--- src/rtl/cse_pkg.sv ---
// What this block does
// Halt instruction clears the whole status register, stopping the processor.
// A halted processor restarts only on power-on or watchdog reset.
// Firmware writes zero to status bit one and normally one to run.
// Status bit two shows the global enable; writes do nothing.
// Writing suspend stops the processor until an enabled interrupt or bus activity.
// A suspend write is ignored while bus activity is present.
// Power-on reset sets the power-up flag at bit four.
// Bus reset flag sets when both data lines stay low 12 to 16 us.
// Watchdog reset flag sets on any reset caused by the watchdog.
// Bit seven reads one while any interrupt is pending.
// Power-up loads the status register with 00010001.
// Start-up suspend also gives a watchdog reset unless bus reset aborts it early.
// Watchdog reset loads 01XX0001, keeping power-up and bus-reset flags.
// Firmware should clear the power-up flag after checking it.
// Every source is masked by one enable bit; one enables it.
// Global bits one and two gate the 128 us and 1.024 ms timers.
// Global bit five gates the pin interrupt, raised on either pin edge.
// Global bits zero, three, four, six gate bus reset, hub, converter, serial.
// Endpoint bits zero to four gate the five endpoints; all reset to zero.
// Each source has a sticky pending flop; it requests only when enabled.
// The lowest-numbered vector wins among simultaneous requests.
// Servicing clears global enable and the pending flop, and calls the vector.
// Reserved enable bits ignore writes and read as zero.
package cse_pkg;

   // ************************************************************
   // Register map (indices; byte address is four times the index)
   // ************************************************************
   localparam logic [7:0] IDX_GLOBAL_EN = 8'h20;
   localparam logic [7:0] IDX_ENDPOINT_EN = 8'h21;
   localparam logic [7:0] IDX_PROC_STATE = 8'hFF;

   localparam logic [7:0] RST_GLOBAL_EN = 8'h00;
   localparam logic [7:0] RST_ENDPOINT_EN = 8'h00;
   localparam logic [7:0] RST_PROC_STATE = 8'h11;
   localparam logic [7:0] MASK_GLOBAL_EN = 8'h7F;
   localparam logic [7:0] MASK_ENDPOINT_EN = 8'h1F;

   // ************************************************************
   // Status register fields
   // ************************************************************
   localparam int BIT_RUN = 0;
   localparam int BIT_RSVD = 1;
   localparam int BIT_GIE = 2;
   localparam int BIT_SUSPEND = 3;
   localparam int BIT_POR = 4;
   localparam int BIT_BUSRST = 5;
   localparam int BIT_WDR = 6;
   localparam int BIT_IRQ = 7;

   // ************************************************************
   // Global enable fields
   // ************************************************************
   localparam int GEN_BUSRST = 0;
   localparam int GEN_T128 = 1;
   localparam int GEN_T1024 = 2;
   localparam int GEN_HUB = 3;
   localparam int GEN_DAC = 4;
   localparam int GEN_GPIO = 5;
   localparam int GEN_SERIAL = 6;
   localparam int NUM_SRC = 12;

   // ************************************************************
   // Timing
   // ************************************************************
   localparam int CLK_PERIOD_NS = 100;
   localparam int BUSRST_MIN_NS = 12000;
   localparam int BUSRST_CYC = (BUSRST_MIN_NS + CLK_PERIOD_NS - 1) / CLK_PERIOD_NS;
   localparam int T128_NS = 128000;
   localparam int T128_CYC = T128_NS / CLK_PERIOD_NS;
   localparam int T1024_PER_T128 = 8;
   localparam int WDOG_MS = 8;
   localparam int WDOG_CYC = (WDOG_MS * 1000000 + CLK_PERIOD_NS - 1) / CLK_PERIOD_NS;
   localparam int STARTUP_MS = 96;
   localparam int STARTUP_CYC = (STARTUP_MS * 1000000) / CLK_PERIOD_NS;

   typedef enum logic [1:0] {
      BOOT_SUSPEND = 2'b00,
      BOOT_RUN = 2'b01
   } cse_boot_t;

endpackage : cse_pkg

--- src/rtl/cse_status_irq.sv ---
// The APB register port is this design's own decision.
`timescale 1ns/100ps
module cse_status_irq
   import cse_pkg::*;
#(
   parameter int WDOG_CYCLES = WDOG_CYC,
   parameter int STARTUP_CYCLES = STARTUP_CYC
)(
   input wire logic pclk,
   input wire logic presetn,
   input wire logic psel,
   input wire logic penable,
   input wire logic pwrite,
   input wire logic [11:0] paddr,
   input wire logic [31:0] pwdata,
   input wire logic [3:0] pstrb,
   output logic [31:0] prdata,
   output logic pready,
   output logic pslverr,
   input wire logic halt_exec,
   input wire logic mask_all_instruction,
   input wire logic unmask_all_instruction,
   input wire logic return_from_service_instruction,
   input wire logic instr_done,
   input wire logic watchdog_expired,
   input wire logic usb_dp,
   input wire logic usb_dm,
   input wire logic [4:0] endpoint_event,
   input wire logic hub_event,
   input wire logic converter_event,
   input wire logic serial_event,
   input wire logic [7:0] gpio_pins,
   output logic cpu_run,
   output logic cpu_suspended,
   output logic watchdog_reset_pulse,
   output logic service_call,
   output logic [15:0] service_vector_addr
);

   // ************************************************************
   // Functions
   // ************************************************************
   function automatic logic [3:0] lowest_set(input logic [NUM_SRC-1:0] v);
      logic [3:0] idx;
      idx = 4'h0;
      for (int i = NUM_SRC - 1; i >= 0; i--)
      begin
         if (v[i])
         begin
            idx = 4'(i);
         end
      end
      return idx;
   endfunction : lowest_set

   // ************************************************************
   // State
   // ************************************************************
   logic run;
   logic suspend;
   logic por_flag;
   logic busrst_flag;
   logic wdr_flag;
   logic gie;
   logic [7:0] global_source_enables;
   logic [7:0] endpoint_source_enables;
   logic [NUM_SRC-1:0] pend;
   logic [1:0] dp_sync;
   logic [1:0] dm_sync;
   logic [7:0] gpio_meta;
   logic [7:0] gpio_sync;
   logic [7:0] gpio_prev;
   logic dp_prev;
   logic dm_prev;
   logic [7:0] se0_count;
   logic se0_seen;
   logic [10:0] t128_count;
   logic [2:0] t1024_count;
   cse_boot_t boot_state;
   cse_boot_t next_boot_state;
   logic [19:0] boot_count;
   logic [NUM_SRC-1:0] src_set;
   logic [NUM_SRC-1:0] src_en;
   logic [NUM_SRC-1:0] req;
   logic [NUM_SRC-1:0] clr_onehot;
   logic wdr_event;
   logic se0;
   logic bus_activity;
   logic busrst_detect;
   logic t128_tick;
   logic do_service;
   logic wr_access;
   logic wr_psc;
   logic wr_gen;
   logic wr_een;
   logic addr_ok;
   logic [7:0] reg_idx;
   logic [7:0] psc_read;
   logic [7:0] read_mux;

   // ************************************************************
   // Pin synchronisers and link events
   // ************************************************************
   always_ff @(posedge pclk or negedge presetn)
   begin
      if (!presetn)
      begin
         dp_sync <= 2'h3;
         dm_sync <= 2'h0;
         dp_prev <= 1'b1;
         dm_prev <= 1'b0;
         gpio_meta <= 8'h00;
         gpio_sync <= 8'h00;
         gpio_prev <= 8'h00;
      end
      else
      begin
         dp_sync <= {dp_sync[0], usb_dp};
         dm_sync <= {dm_sync[0], usb_dm};
         dp_prev <= dp_sync[1];
         dm_prev <= dm_sync[1];
         gpio_meta <= gpio_pins;
         gpio_sync <= gpio_meta;
         gpio_prev <= gpio_sync;
      end
   end

   assign se0 = !dp_sync[1] && !dm_sync[1];
   // Any line change or a single-ended zero counts as bus activity.
   assign bus_activity = se0 || (dp_sync[1] != dp_prev) || (dm_sync[1] != dm_prev);

   // SE0 length count
   always_ff @(posedge pclk or negedge presetn)
   begin
      if (!presetn)
      begin
         se0_count <= 8'h00;
         se0_seen <= 1'b0;
      end
      else if (!se0)
      begin
         se0_count <= 8'h00;
         se0_seen <= 1'b0;
      end
      else if (se0_count < 8'(BUSRST_CYC))
      begin
         se0_count <= se0_count + 8'h01;
      end
      else
      begin
         se0_seen <= 1'b1;
      end
   end

   assign busrst_detect = se0 && (se0_count == 8'(BUSRST_CYC)) && !se0_seen;

   // Periodic timers
   always_ff @(posedge pclk or negedge presetn)
   begin
      if (!presetn)
      begin
         t128_count <= 11'h000;
         t1024_count <= 3'h0;
      end
      else if (t128_tick)
      begin
         t128_count <= 11'h000;
         t1024_count <= t1024_count + 3'h1;
      end
      else
      begin
         t128_count <= t128_count + 11'h001;
      end
   end

   assign t128_tick = (t128_count == 11'(T128_CYC - 1));

   // ************************************************************
   // Start-up suspend and watchdog reset
   // ************************************************************
   always_comb
   begin
      next_boot_state = boot_state;
      case (boot_state)
         BOOT_SUSPEND:
         begin
            if (busrst_detect || boot_count == 20'(STARTUP_CYCLES - 1))
            begin
               next_boot_state = BOOT_RUN;
            end
         end
         BOOT_RUN:
         begin
            next_boot_state = BOOT_RUN;
         end
         default:
         begin
            next_boot_state = BOOT_RUN;
         end
      endcase
   end

   always_ff @(posedge pclk or negedge presetn)
   begin
      if (!presetn)
      begin
         boot_state <= BOOT_SUSPEND;
         boot_count <= 20'h00000;
      end
      else
      begin
         boot_state <= next_boot_state;
         if (boot_state == BOOT_SUSPEND)
         begin
            boot_count <= boot_count + 20'h00001;
         end
      end
   end

   // Watchdog fires in start-up suspend unless aborted first
   assign wdr_event = watchdog_expired
      || (boot_state == BOOT_SUSPEND && !busrst_detect
          && boot_count == 20'(WDOG_CYCLES - 1));

   always_ff @(posedge pclk or negedge presetn)
   begin
      if (!presetn)
      begin
         watchdog_reset_pulse <= 1'b0;
      end
      else
      begin
         watchdog_reset_pulse <= wdr_event;
      end
   end

   // ************************************************************
   // APB slave
   // ************************************************************
   assign reg_idx = paddr[9:2];
   assign addr_ok = (paddr[1:0] == 2'h0) && (paddr[11:10] == 2'h0)
      && (reg_idx == IDX_GLOBAL_EN || reg_idx == IDX_ENDPOINT_EN
          || reg_idx == IDX_PROC_STATE);
   assign pready = 1'b1;
   assign pslverr = psel && penable && !addr_ok;
   assign wr_access = psel && penable && pwrite && addr_ok && pstrb[0];
   assign wr_psc = wr_access && reg_idx == IDX_PROC_STATE;
   assign wr_gen = wr_access && reg_idx == IDX_GLOBAL_EN;
   assign wr_een = wr_access && reg_idx == IDX_ENDPOINT_EN;

   // Bit seven mirrors any pending source
   always_comb
   begin
      psc_read = 8'h00;
      psc_read[BIT_RUN] = run;
      psc_read[BIT_GIE] = gie;
      psc_read[BIT_SUSPEND] = suspend;
      psc_read[BIT_POR] = por_flag;
      psc_read[BIT_BUSRST] = busrst_flag;
      psc_read[BIT_WDR] = wdr_flag;
      psc_read[BIT_IRQ] = |pend;
   end

   always_comb
   begin
      case (reg_idx)
         IDX_GLOBAL_EN: read_mux = global_source_enables;
         IDX_ENDPOINT_EN: read_mux = endpoint_source_enables;
         IDX_PROC_STATE: read_mux = psc_read;
         default: read_mux = 8'h00;
      endcase
   end

   // Read data is captured in the setup phase so the access phase answers at once.
   always_ff @(posedge pclk or negedge presetn)
   begin
      if (!presetn)
      begin
         prdata <= 32'h00000000;
      end
      else if (psel && !penable && !pwrite)
      begin
         prdata <= addr_ok ? {24'h000000, read_mux} : 32'h00000000;
      end
   end

   // ************************************************************
   // Enable registers
   // ************************************************************
   always_ff @(posedge pclk or negedge presetn)
   begin
      if (!presetn)
      begin
         global_source_enables <= RST_GLOBAL_EN;
         endpoint_source_enables <= RST_ENDPOINT_EN;
      end
      else if (wdr_event)
      begin
         global_source_enables <= RST_GLOBAL_EN;
         endpoint_source_enables <= RST_ENDPOINT_EN;
      end
      else
      begin
         // Reserved bits masked
         if (wr_gen)
         begin
            global_source_enables <= pwdata[7:0] & MASK_GLOBAL_EN;
         end
         // Endpoint enables
         if (wr_een)
         begin
            endpoint_source_enables <= pwdata[7:0] & MASK_ENDPOINT_EN;
         end
      end
   end

   // ************************************************************
   // Pending sources and service
   // ************************************************************
   // Either edge on any pin
   assign src_set = {serial_event, |(gpio_sync ^ gpio_prev), converter_event, hub_event,
      endpoint_event, t128_tick && t1024_count == 3'(T1024_PER_T128 - 1), t128_tick,
      se0_seen && !se0};

   // One enable per source
   // Global bit assignment
   assign src_en = {global_source_enables[GEN_SERIAL], global_source_enables[GEN_GPIO],
      global_source_enables[GEN_DAC], global_source_enables[GEN_HUB],
      endpoint_source_enables[4:0], global_source_enables[GEN_T1024],
      global_source_enables[GEN_T128], global_source_enables[GEN_BUSRST]};

   // Requests only from enabled pending flops
   assign req = pend & src_en;
   assign do_service = instr_done && gie && run && |req;
   // Lowest vector first
   assign clr_onehot = do_service ? (NUM_SRC'(1) << lowest_set(req)) : '0;

   // Sticky pending; a new event wins over the service clear
   always_ff @(posedge pclk or negedge presetn)
   begin
      if (!presetn)
      begin
         pend <= '0;
      end
      else if (wdr_event || halt_exec)
      begin
         pend <= '0;
      end
      else
      begin
         pend <= (pend & ~clr_onehot) | src_set;
      end
   end

   // Call to the vector of the serviced source
   always_ff @(posedge pclk or negedge presetn)
   begin
      if (!presetn)
      begin
         service_call <= 1'b0;
         service_vector_addr <= 16'h0000;
      end
      else
      begin
         service_call <= do_service;
         if (do_service)
         begin
            service_vector_addr <= {11'h000, lowest_set(req) + 4'h1, 1'b0};
         end
      end
   end

   // ************************************************************
   // Processor status and control
   // ************************************************************
   always_ff @(posedge pclk or negedge presetn)
   begin
      // Power-up value
      if (!presetn)
      begin
         run <= RST_PROC_STATE[BIT_RUN];
         suspend <= RST_PROC_STATE[BIT_SUSPEND];
         gie <= RST_PROC_STATE[BIT_GIE];
      end
      // Watchdog reset restarts
      else if (wdr_event)
      begin
         run <= 1'b1;
         suspend <= 1'b0;
         gie <= 1'b0;
      end
      // Halt clears everything
      else if (halt_exec)
      begin
         run <= 1'b0;
         suspend <= 1'b0;
         gie <= 1'b0;
      end
      else
      begin
         // Run can be dropped by a write but never set again
         if (wr_psc && !pwdata[BIT_RUN])
         begin
            run <= 1'b0;
         end
         // Wake on enabled pending interrupt or bus activity
         if (suspend && (|req || bus_activity))
         begin
            suspend <= 1'b0;
         end
         // Suspend refused during bus activity
         else if (wr_psc && pwdata[BIT_SUSPEND] && !bus_activity)
         begin
            suspend <= 1'b1;
         end
         // Only the instructions and service move the global enable
         if (do_service || mask_all_instruction)
         begin
            gie <= 1'b0;
         end
         else if (unmask_all_instruction || return_from_service_instruction)
         begin
            gie <= 1'b1;
         end
      end
   end

   always_ff @(posedge pclk or negedge presetn)
   begin
      // Power-up flag
      if (!presetn)
      begin
         por_flag <= RST_PROC_STATE[BIT_POR];
         busrst_flag <= RST_PROC_STATE[BIT_BUSRST];
         wdr_flag <= RST_PROC_STATE[BIT_WDR];
      end
      else if (halt_exec && !wdr_event)
      begin
         por_flag <= 1'b0;
         busrst_flag <= 1'b0;
         wdr_flag <= 1'b0;
      end
      else
      begin
         if (wr_psc)
         begin
            por_flag <= pwdata[BIT_POR];
            wdr_flag <= pwdata[BIT_WDR];
         end
         // Watchdog flag
         if (wdr_event)
         begin
            wdr_flag <= 1'b1;
         end
         // Bus reset flag, set wins over a write
         if (busrst_detect)
         begin
            busrst_flag <= 1'b1;
         end
         else if (wr_psc)
         begin
            busrst_flag <= pwdata[BIT_BUSRST];
         end
      end
   end

   assign cpu_run = run && !suspend && boot_state == BOOT_RUN;
   assign cpu_suspended = suspend || boot_state == BOOT_SUSPEND;

endmodule : cse_status_irq

--- config.mk ---
export PLATFORM = sky130hd
export DESIGN_NAME = cse_status_irq
export DESIGN_NICKNAME = d
export VERILOG_FILES = /design/src/rtl/cse_pkg.sv /design/src/rtl/cse_status_irq.sv
export SDC_FILE = /design/constraint.sdc
export NUM_CORES = 1
export LEC_CHECK = 0
export ABC_CLOCK_PERIOD_IN_PS = 2200
export BUFFER_PORTS_ARGS = -buffer_cell sky130_fd_sc_hd__buf_2
export CAP_MARGIN = 40
export CORE_MARGIN = 1.5
export CORE_UTILIZATION = 49
export CTS_CLUSTER_SIZE = 8
export DETAILED_ROUTE_END_ITERATION = 16
export PLACE_DENSITY = 0.84
export SETUP_SLACK_MARGIN = 0.5
export SLEW_MARGIN = 15
export SYNTH_ARGS = -nofsm -noshare
export SYNTH_HDL_FRONTEND = slang
export SYNTH_SLANG_ARGS = --single-unit
--- constraint.sdc ---
create_clock -name pclk -period 2.2 [get_ports pclk]
set_input_delay 0.33 -clock pclk [delete_from_list [all_inputs] [get_ports pclk]]
set_output_delay 0.33 -clock pclk [all_outputs]
set_load 0.1 [all_outputs]
==> results.py, run 1 <==
metrics = {
    "timing": {
        "setup_tns_ns": -0.0786,
        "setup_slack_ns": -0.0786,
        "fin_crit_sh": 1.04,
        "rsz0062_at_grt": "true",
        "setup_viol": 1,
        "relSlewSlack": 0.620,
        "holdWs_ns": 0.0240,
        "fin_crit_ns": 2.28,
        "finalClockSkew_ns": 0.00986,
        "hold_viol": 0,
        "fmax_ghz": 0.439,
        "tightest_slew_ns": 0.570,
        "slew_violations": 0,
    },
    "worst_setup_path": {
        "path_delay_family": "compound AO/OA/AOI/OAI gates",
        "endpoint_kind": "flip-flop",
        "crit_chain": "buf_4 > a22oi_1 > nor2b_1 > o21ai_1 > a21oi_2 > inv_1 > ha_1 > inv_1 > nor4_2 > nor3_2",
        "cp_num_buf_inv": 3,
        "reg2reg_slack_ns": -0.08,
        "reg2reg_to": "pend[8]",
        "cpMostUsedCell": "inv_1",
        "max_stage_delay_ns": 0.42,
        "path_class": "reg2reg",
        "critPathSlowestCell": "dfrtp_1",
        "required_ns": 2.61,
        "arrival_ns": 2.69,
        "path_max_fanout": 3,
        "worstRegToRegCells": 10,
        "critPathLaunchType": "flip-flop",
        "rr_startpoint": "global_source_enables[6]",
    },
    "finish": {
        "diodes": 0,
        "fin_nets": 743,
        "stdcell_count": 807,
        "fin_util": 0.678,
        "final_layout_size_suffix_gt1_frac": 0.358,
        "syn_to_final_growth_pct": 34.3,
        "fin_area_um2": 7380,
    },
    "pwr": {
        "power_density_nw_per_um2": 762,
        "p_leak_nw": 3.40,
        "vdd_drop_max_mv": 0.598,
        "finalPower_mw": 5.62,
    },
    "clock_network": {
        "clock_path_buffers": 2,
        "clock_sinks": 118,
        "clk_pin_slew_ns": 0.06,
        "clock_latency_ns": 0.54,
        "cts_buffers": 17,
        "cts_tree": "yes",
        "h-tree-depth": 4,
        "root_buffer": "clkbuf_8",
    },
    "detailed_routing": {
        "first_pass_iters": 6,
        "viasPerCell": 5.77,
        "antenna_left": 0,
        "remaining_drc_errors": 0,
        "drt_iter0_markers": 475,
        "wl_mm": 15.5,
        "via_count": 4655,
        "wl_per_cell_um": 19.3,
    },
    "floorplanning": {
        "die_w_um": 109,
        "die_area_um2": 11900,
        "core_area_um2": 10900,
        "io_pins": 131,
        "rows": 38,
        "start_util": 0.505,
        "die_height_um": 109,
    },
    "yosys": {
        "syn_inst": 514,
        "synth-edff-count": 0,
        "synth_area_per_cell_um2": 10.7,
        "synth_async_sr_flop_share": 1.00,
        "synthFlopType": "dfrtp_1",
        "post_synth_num_cell_types": 58,
        "ys_seq_area_frac": 0.538,
        "synth_area_um2": 5500,
        "synth_seq_cells": 118,
        "yosys_warnings": 0,
    },
    "place": {
        "place_inst": 728,
        "place_area_um2": 6050,
        "dpl_worst_slack_ns": 0.0191,
        "hpwl_mm": 8.46,
        "routabilityCongestion": 0.902,
        "port_buffers": 65,
    },
    "global_route": {
        "grt_first_pass_wirelength_mm": 21.6,
        "grt_remaining_overflow": 0,
        "grt_usage": 0.243,
        "grt_pass1_vias": 4424,
        "grt_max_degree": 45,
        "grt_antenna_before_repair": 0,
    },
    "flow_run": {
        "drv_cap": 0,
    },
    "hold_path": {
        "worstHoldEndpoint": "pend[3]",
        "hold_depth": 3,
        "min-delay-start": "endpoint_event[0]",
        "min_path_type": "in2reg",
    },
    "run_status": {
        "violations": "setup timing",
        "status": "complete, but fails checks",
    },
}
[synthesized netlist by cell type (2+ instances only)]
| cell | number | area share |
|---|---|---|
| a32o_1 | 2 | 0.0036 |
| o21ai_0 | 21 | 0.019 |
| buf_2 | 2 | 0.0018 |
| nand3b_1 | 2 | 0.0027 |
| a31oi_1 | 3 | 0.0034 |
| dfstp_2 | 5 | 0.024 |
| nand2_1 | 45 | 0.031 |
| ha_1 | 12 | 0.027 |
| a311oi_1 | 2 | 0.0032 |
| inv_1 | 18 | 0.012 |
| nor2_1 | 58 | 0.040 |
| a22oi_1 | 8 | 0.011 |
| nor4b_1 | 3 | 0.0048 |
| buf_4 | 37 | 0.051 |
| and3_1 | 4 | 0.0046 |
| and4b_1 | 2 | 0.0036 |
| o31ai_1 | 3 | 0.0041 |
| conb_1 | 2 | 0.0014 |
| dfrtp_1 | 113 | 0.51 |
| nor4_1 | 10 | 0.011 |
| nand4_1 | 14 | 0.016 |
| nand2b_1 | 3 | 0.0034 |
| a21oi_1 | 17 | 0.015 |
| nor3_2 | 2 | 0.0036 |
| nand3_1 | 17 | 0.015 |
| a22o_1 | 2 | 0.0032 |
| nor3_1 | 5 | 0.0046 |
| xor2_1 | 20 | 0.032 |
| xnor2_1 | 20 | 0.032 |
| mux2_2 | 4 | 0.0082 |
| mux2i_1 | 19 | 0.035 |
| nor2b_1 | 5 | 0.0057 |
| and4_1 | 4 | 0.0064 |
| clkbuf_1 | 6 | 0.0041 |
[cell usage in the layout (no fill, tap or decap), types with 15 or more instances in the layout]
master	count
clkbuf_16	16
xnor2_1	20
nand2_1	42
nand3_1	15
buf_2	61
conb_1	37
xor2_1	20
buf_4	51
mux2i_1	19
dfrtp_1	108
nor2_1	37
[metal layers]
layer,global-route usage,part of all wire,vias up
met3,0.0628,0.077,79
met1,0.279,0.36,2287
li1,-,-,2014
met5,0,0,-
met4,0.140,0.045,0
met2,0.410,0.51,275
[report_power, final]
part	internal [mW]	switching [mW]	total, mW
combinational	0.112	0.437	0.548
clock	1.79	1.04	2.82
sequential	2.22	0.0340	2.25
total	4.12	1.51	5.62
[tightest hold or removal path, cell delays in order]
cell	delay, ns
buf_2	0.09
a21oi_2	0.03
nor2_2	0.06
[logic make-up after synthesis]
| kind of cell | Yosys count | share of synthesized area |
|---|---|---|
| muxes | 23 | 0.0428 |
| buffers and inverters | 64 | 0.0708 |
| and+or+nand+nor | 185 | 0.173 |
| xor gates and xnor gates | 40 | 0.0637 |
| other | 2 | 0.00137 |
| DFF | 118 | 0.538 |
| AOI/OAI and AO/OA | 70 | 0.0829 |
| adders and majority gates | 12 | 0.0273 |
[layout make-up]
type,count,area [um^2]
timing repair buffer,132,932
clock buffer,21,449
tap,140,175
sequential,118,2970
multi-input combinational,367,2640
inverter,18,70.1
fill,690,3510
clock inverter,11,150
[worst max-delay path by stage]
stage	startpoint	endpoint	slack, ns	cells after the start
after detailed placement	se0_count[1]	pend[4]	0.02	8
final	global_source_enables[6]	pend[8]	-0.08	10
after global placement	pend[10]	pend[10]	0.07	9
after CTS	se0_count[1]	gie	0.04	8
after global routing	pend[9]	pend[10]	-0.16	8
after floorplan	se0_count[0]	pend[6]	0.1	9
[flip-flops by register name, summed over array words and instances, names as in the netlist, 2 cells and up]
signal,flops
global_source_enables,7
t128_count,11
gpio_prev,8
boot_count,20
gpio_meta,8
t1024_count,3
service_vector_addr,4
dm_sync,2
prdata,8
dp_sync,2
pend,12
gpio_sync,8
endpoint_source_enables,5
se0_count,8
[repair_timing]
item / 4_1_cts / 5_1_grt
endpoints found under the setup margin: 46 / 53
endpoints found under the hold margin: 49 / 0
buffers inserted: 19 / 15
hold buffers: 12 / 0
resized for setup: 46 / 56
pin swaps: 13 / 23
cloned: 1 / 0
No activity file was read; power rests on OpenSTA's default activity.
==> inputs of run 2 (changes only) <==
--- a/config.mk
+++ b/config.mk
@@ -6,13 +6,13 @@
 export NUM_CORES = 1
 export LEC_CHECK = 0
 export ABC_CLOCK_PERIOD_IN_PS = 2200
-export BUFFER_PORTS_ARGS = -buffer_cell sky130_fd_sc_hd__buf_2
 export CAP_MARGIN = 40
 export CORE_MARGIN = 1.5
-export CORE_UTILIZATION = 49
+export CORE_UTILIZATION = 50
 export CTS_CLUSTER_SIZE = 8
 export DETAILED_ROUTE_END_ITERATION = 16
-export PLACE_DENSITY = 0.84
+export DONT_BUFFER_PORTS = 1
+export PLACE_DENSITY = 0.75
 export SETUP_SLACK_MARGIN = 0.5
 export SLEW_MARGIN = 15
 export SYNTH_ARGS = -nofsm -noshare
==> constraint.sdc (replaced) <==
create_clock -name pclk -period 2.2 [get_ports pclk]
set_input_delay 0.33 -clock pclk [delete_from_list [all_inputs] [get_ports pclk]]
set_output_delay 0.33 -clock pclk [all_outputs]
set_load 0.01 [all_outputs]
==> results.py, run 2 (same netlist as run 1, synthesis figures left out) <==
metrics = {
    "pwr": {
        "p_int_mw": 4.33,
        "pwr-share-clk": 0.548,
        "p_switching_mw": 1.15,
        "vdd_drop_max_mv": 0.538,
        "power_frac_seq": 0.411,
        "power_density_nw_per_um2": 752,
        "pwr-share-comb": 0.042,
        "p_leak_nw": 3.24,
        "swShare": 0.210,
        "finalPower_mw": 5.49,
    },
    "timing": {
        "finalClockSkew_ns": 0.00693,
        "relSlewSlack": 0.583,
        "setup_tns_ns": -0.931,
        "fin_crit_sh": 1.09,
        "slew_violations": 0,
        "setup_viol": 9,
        "tightest_slew_ns": 0.626,
        "setup_slack_ns": -0.192,
        "fin_crit_ns": 2.39,
        "holdWs_ns": -0.507,
        "rsz0062_at_grt": "true",
        "fmax_ghz": 0.418,
        "hold_viol": 118,
    },
    "finish": {
        "layout_commonest_cell": "dfrtp_1",
        "stdcell_count": 760,
        "fillers": 675,
        "top_register": "boot_count",
        "multi_input_area_um2": 2680,
        "final_layout_size_suffix_gt1_frac": 0.273,
        "syn_to_final_growth_pct": 32.7,
        "largest_reg_flops": 20,
        "final_cell_mix": "dfrtp_1, buf_4, nor2_1",
        "top_regs": "boot_count x20, pend x12, t128_count x11",
        "seq_area_um2": 2960,
        "fin_nets": 695,
    },
    "worst_setup_path": {
        "rr_startpoint": "pend[4]",
        "critPathSlowestCell": "a221oi_1",
        "critPathLaunch": "pend[4]",
        "worstRegToRegCells": 9,
        "cp_num_cells": 9,
        "required_ns": 2.61,
        "crit_chain": "a221oi_1 > a2111oi_4 > nor2_2 > buf_4 > ha_4 > ha_4 > nand2_4 > o21ai_2 > a21oi_2",
        "reg2reg_slack_ns": -0.19,
        "path_class": "reg2reg",
        "path_delay_family": "compound AO/OA/AOI/OAI gates",
        "max_stage_delay_ns": 0.61,
        "critPathLaunchType": "flip-flop",
        "arrival_ns": 2.80,
        "path_max_fanout": 6,
        "cpMostUsedCell": "ha_4",
        "reg2reg_to": "pend[11]",
        "endpoint_kind": "flip-flop",
        "cp_num_buf_inv": 1,
    },
    "detailed_routing": {
        "remaining_drc_errors": 0,
        "wl_per_cell_um": 19.7,
        "wl_mm": 15.0,
        "viasPerCell": 5.79,
        "drt_iter0_markers": 511,
        "via_count": 4399,
        "first_pass_iters": 5,
        "antenna_left": 0,
    },
    "global_route": {
        "grt_first_pass_wirelength_mm": 21.2,
        "grt_antenna_before_repair": 1,
        "grt_usage": 0.240,
        "grt_remaining_overflow": 0,
        "grt_pass1_vias": 4352,
        "grt_max_degree": 119,
    },
    "place": {
        "place_inst": 663,
        "port_buffers": 0,
        "dpl_worst_slack_ns": -0.0606,
        "routabilityCongestion": 0.997,
        "hpwl_mm": 8.05,
    },
    "clock_network": {
        "cts_buffers": 17,
        "h-tree-depth": 4,
        "root_buffer": "clkbuf_8",
        "clock_path_buffers": 2,
        "cts_tree": "yes",
        "clock_sinks": 118,
        "clk_pin_slew_ns": 0.06,
        "clock_latency_ns": 0.53,
    },
    "floorplanning": {
        "die_area_um2": 11600,
        "die_w_um": 108,
        "rows": 38,
        "core_area_um2": 10800,
        "io_pins": 131,
        "die_height_um": 108,
        "start_util": 0.509,
    },
    "run_status": {
        "violations": "hold timing, setup timing",
        "status": "complete, but fails checks",
    },
    "flow_run": {
        "drv_cap": 0,
    },
    "hold_path": {
        "min_path_type": "in2async",
    },
}
-- run 2: worst register-to-register path, stage by stage, from the launching register on --
cell and delay (ns):
dfrtp_1 0.48, a221oi_1 0.62, a2111oi_4 0.15, nor2_2 0.24, buf_4 0.17, ha_4 0.15
ha_4 0.16, nand2_4 0.05, o21ai_2 0.17, a21oi_2 0.08
-- run 2: cell type report --
type	instances	area share
clock buffer	20	0.0611
sequential	118	0.406
multi-input combinational	367	0.367
timing repair buffer	84	0.104
antenna	1	0.000343
clock inverter	12	0.0274
tap	140	0.0240
inverter	18	0.0106
-- run 2: through the flow --
step / cell area, um^2 / util
global placement: 5680 / 0.526
global route: 7290 / 0.676
detailed placement: 5680 / 0.526
finish: 7290 / 0.676
CTS: 6900 / 0.639
floorplan: 5680 / -
-- run 2: metal layers --
metal	global-route usage	vias to the layer above	routed length (um)
met1	0.279	2157	5660
li1	-	1907	-
met3	0.0684	70	1190
met5	0	-	0
met2	0.397	265	7420
met4	0.137	0	694
-- run 2: repair_timing --
| action | CTS | global route |
|---|---|---|
| setup endpoints to repair | 43 | 49 |
| pin swaps | 14 | 18 |
| hold buffers | 27 | 1 |
| gates resized for setup | 31 | 68 |
| hold endpoints to repair | 155 | 119 |
| gates cloned | 1 | 1 |
| setup buffers | 21 | 13 |
-- run 2: worst max path at each step --
stage | to
finish | pend[11]
floorplan | pend[6]
global route | pend[3]
CTS | gie
detailed placement | pend[10]
global placement | pend[10]
-- run 2: power groups by stage --
stage / combinational (mW) / sequential, mW / clock [mW]
after floorplan: 0.146 / 2.28 / 0
after global placement: 0.113 / 2.28 / 0
after detailed placement: 0.117 / 2.28 / 0
after CTS: 0.186 / 2.25 / 3.02
after global routing: 0.244 / 2.25 / 3.14
final: 0.229 / 2.25 / 3.00
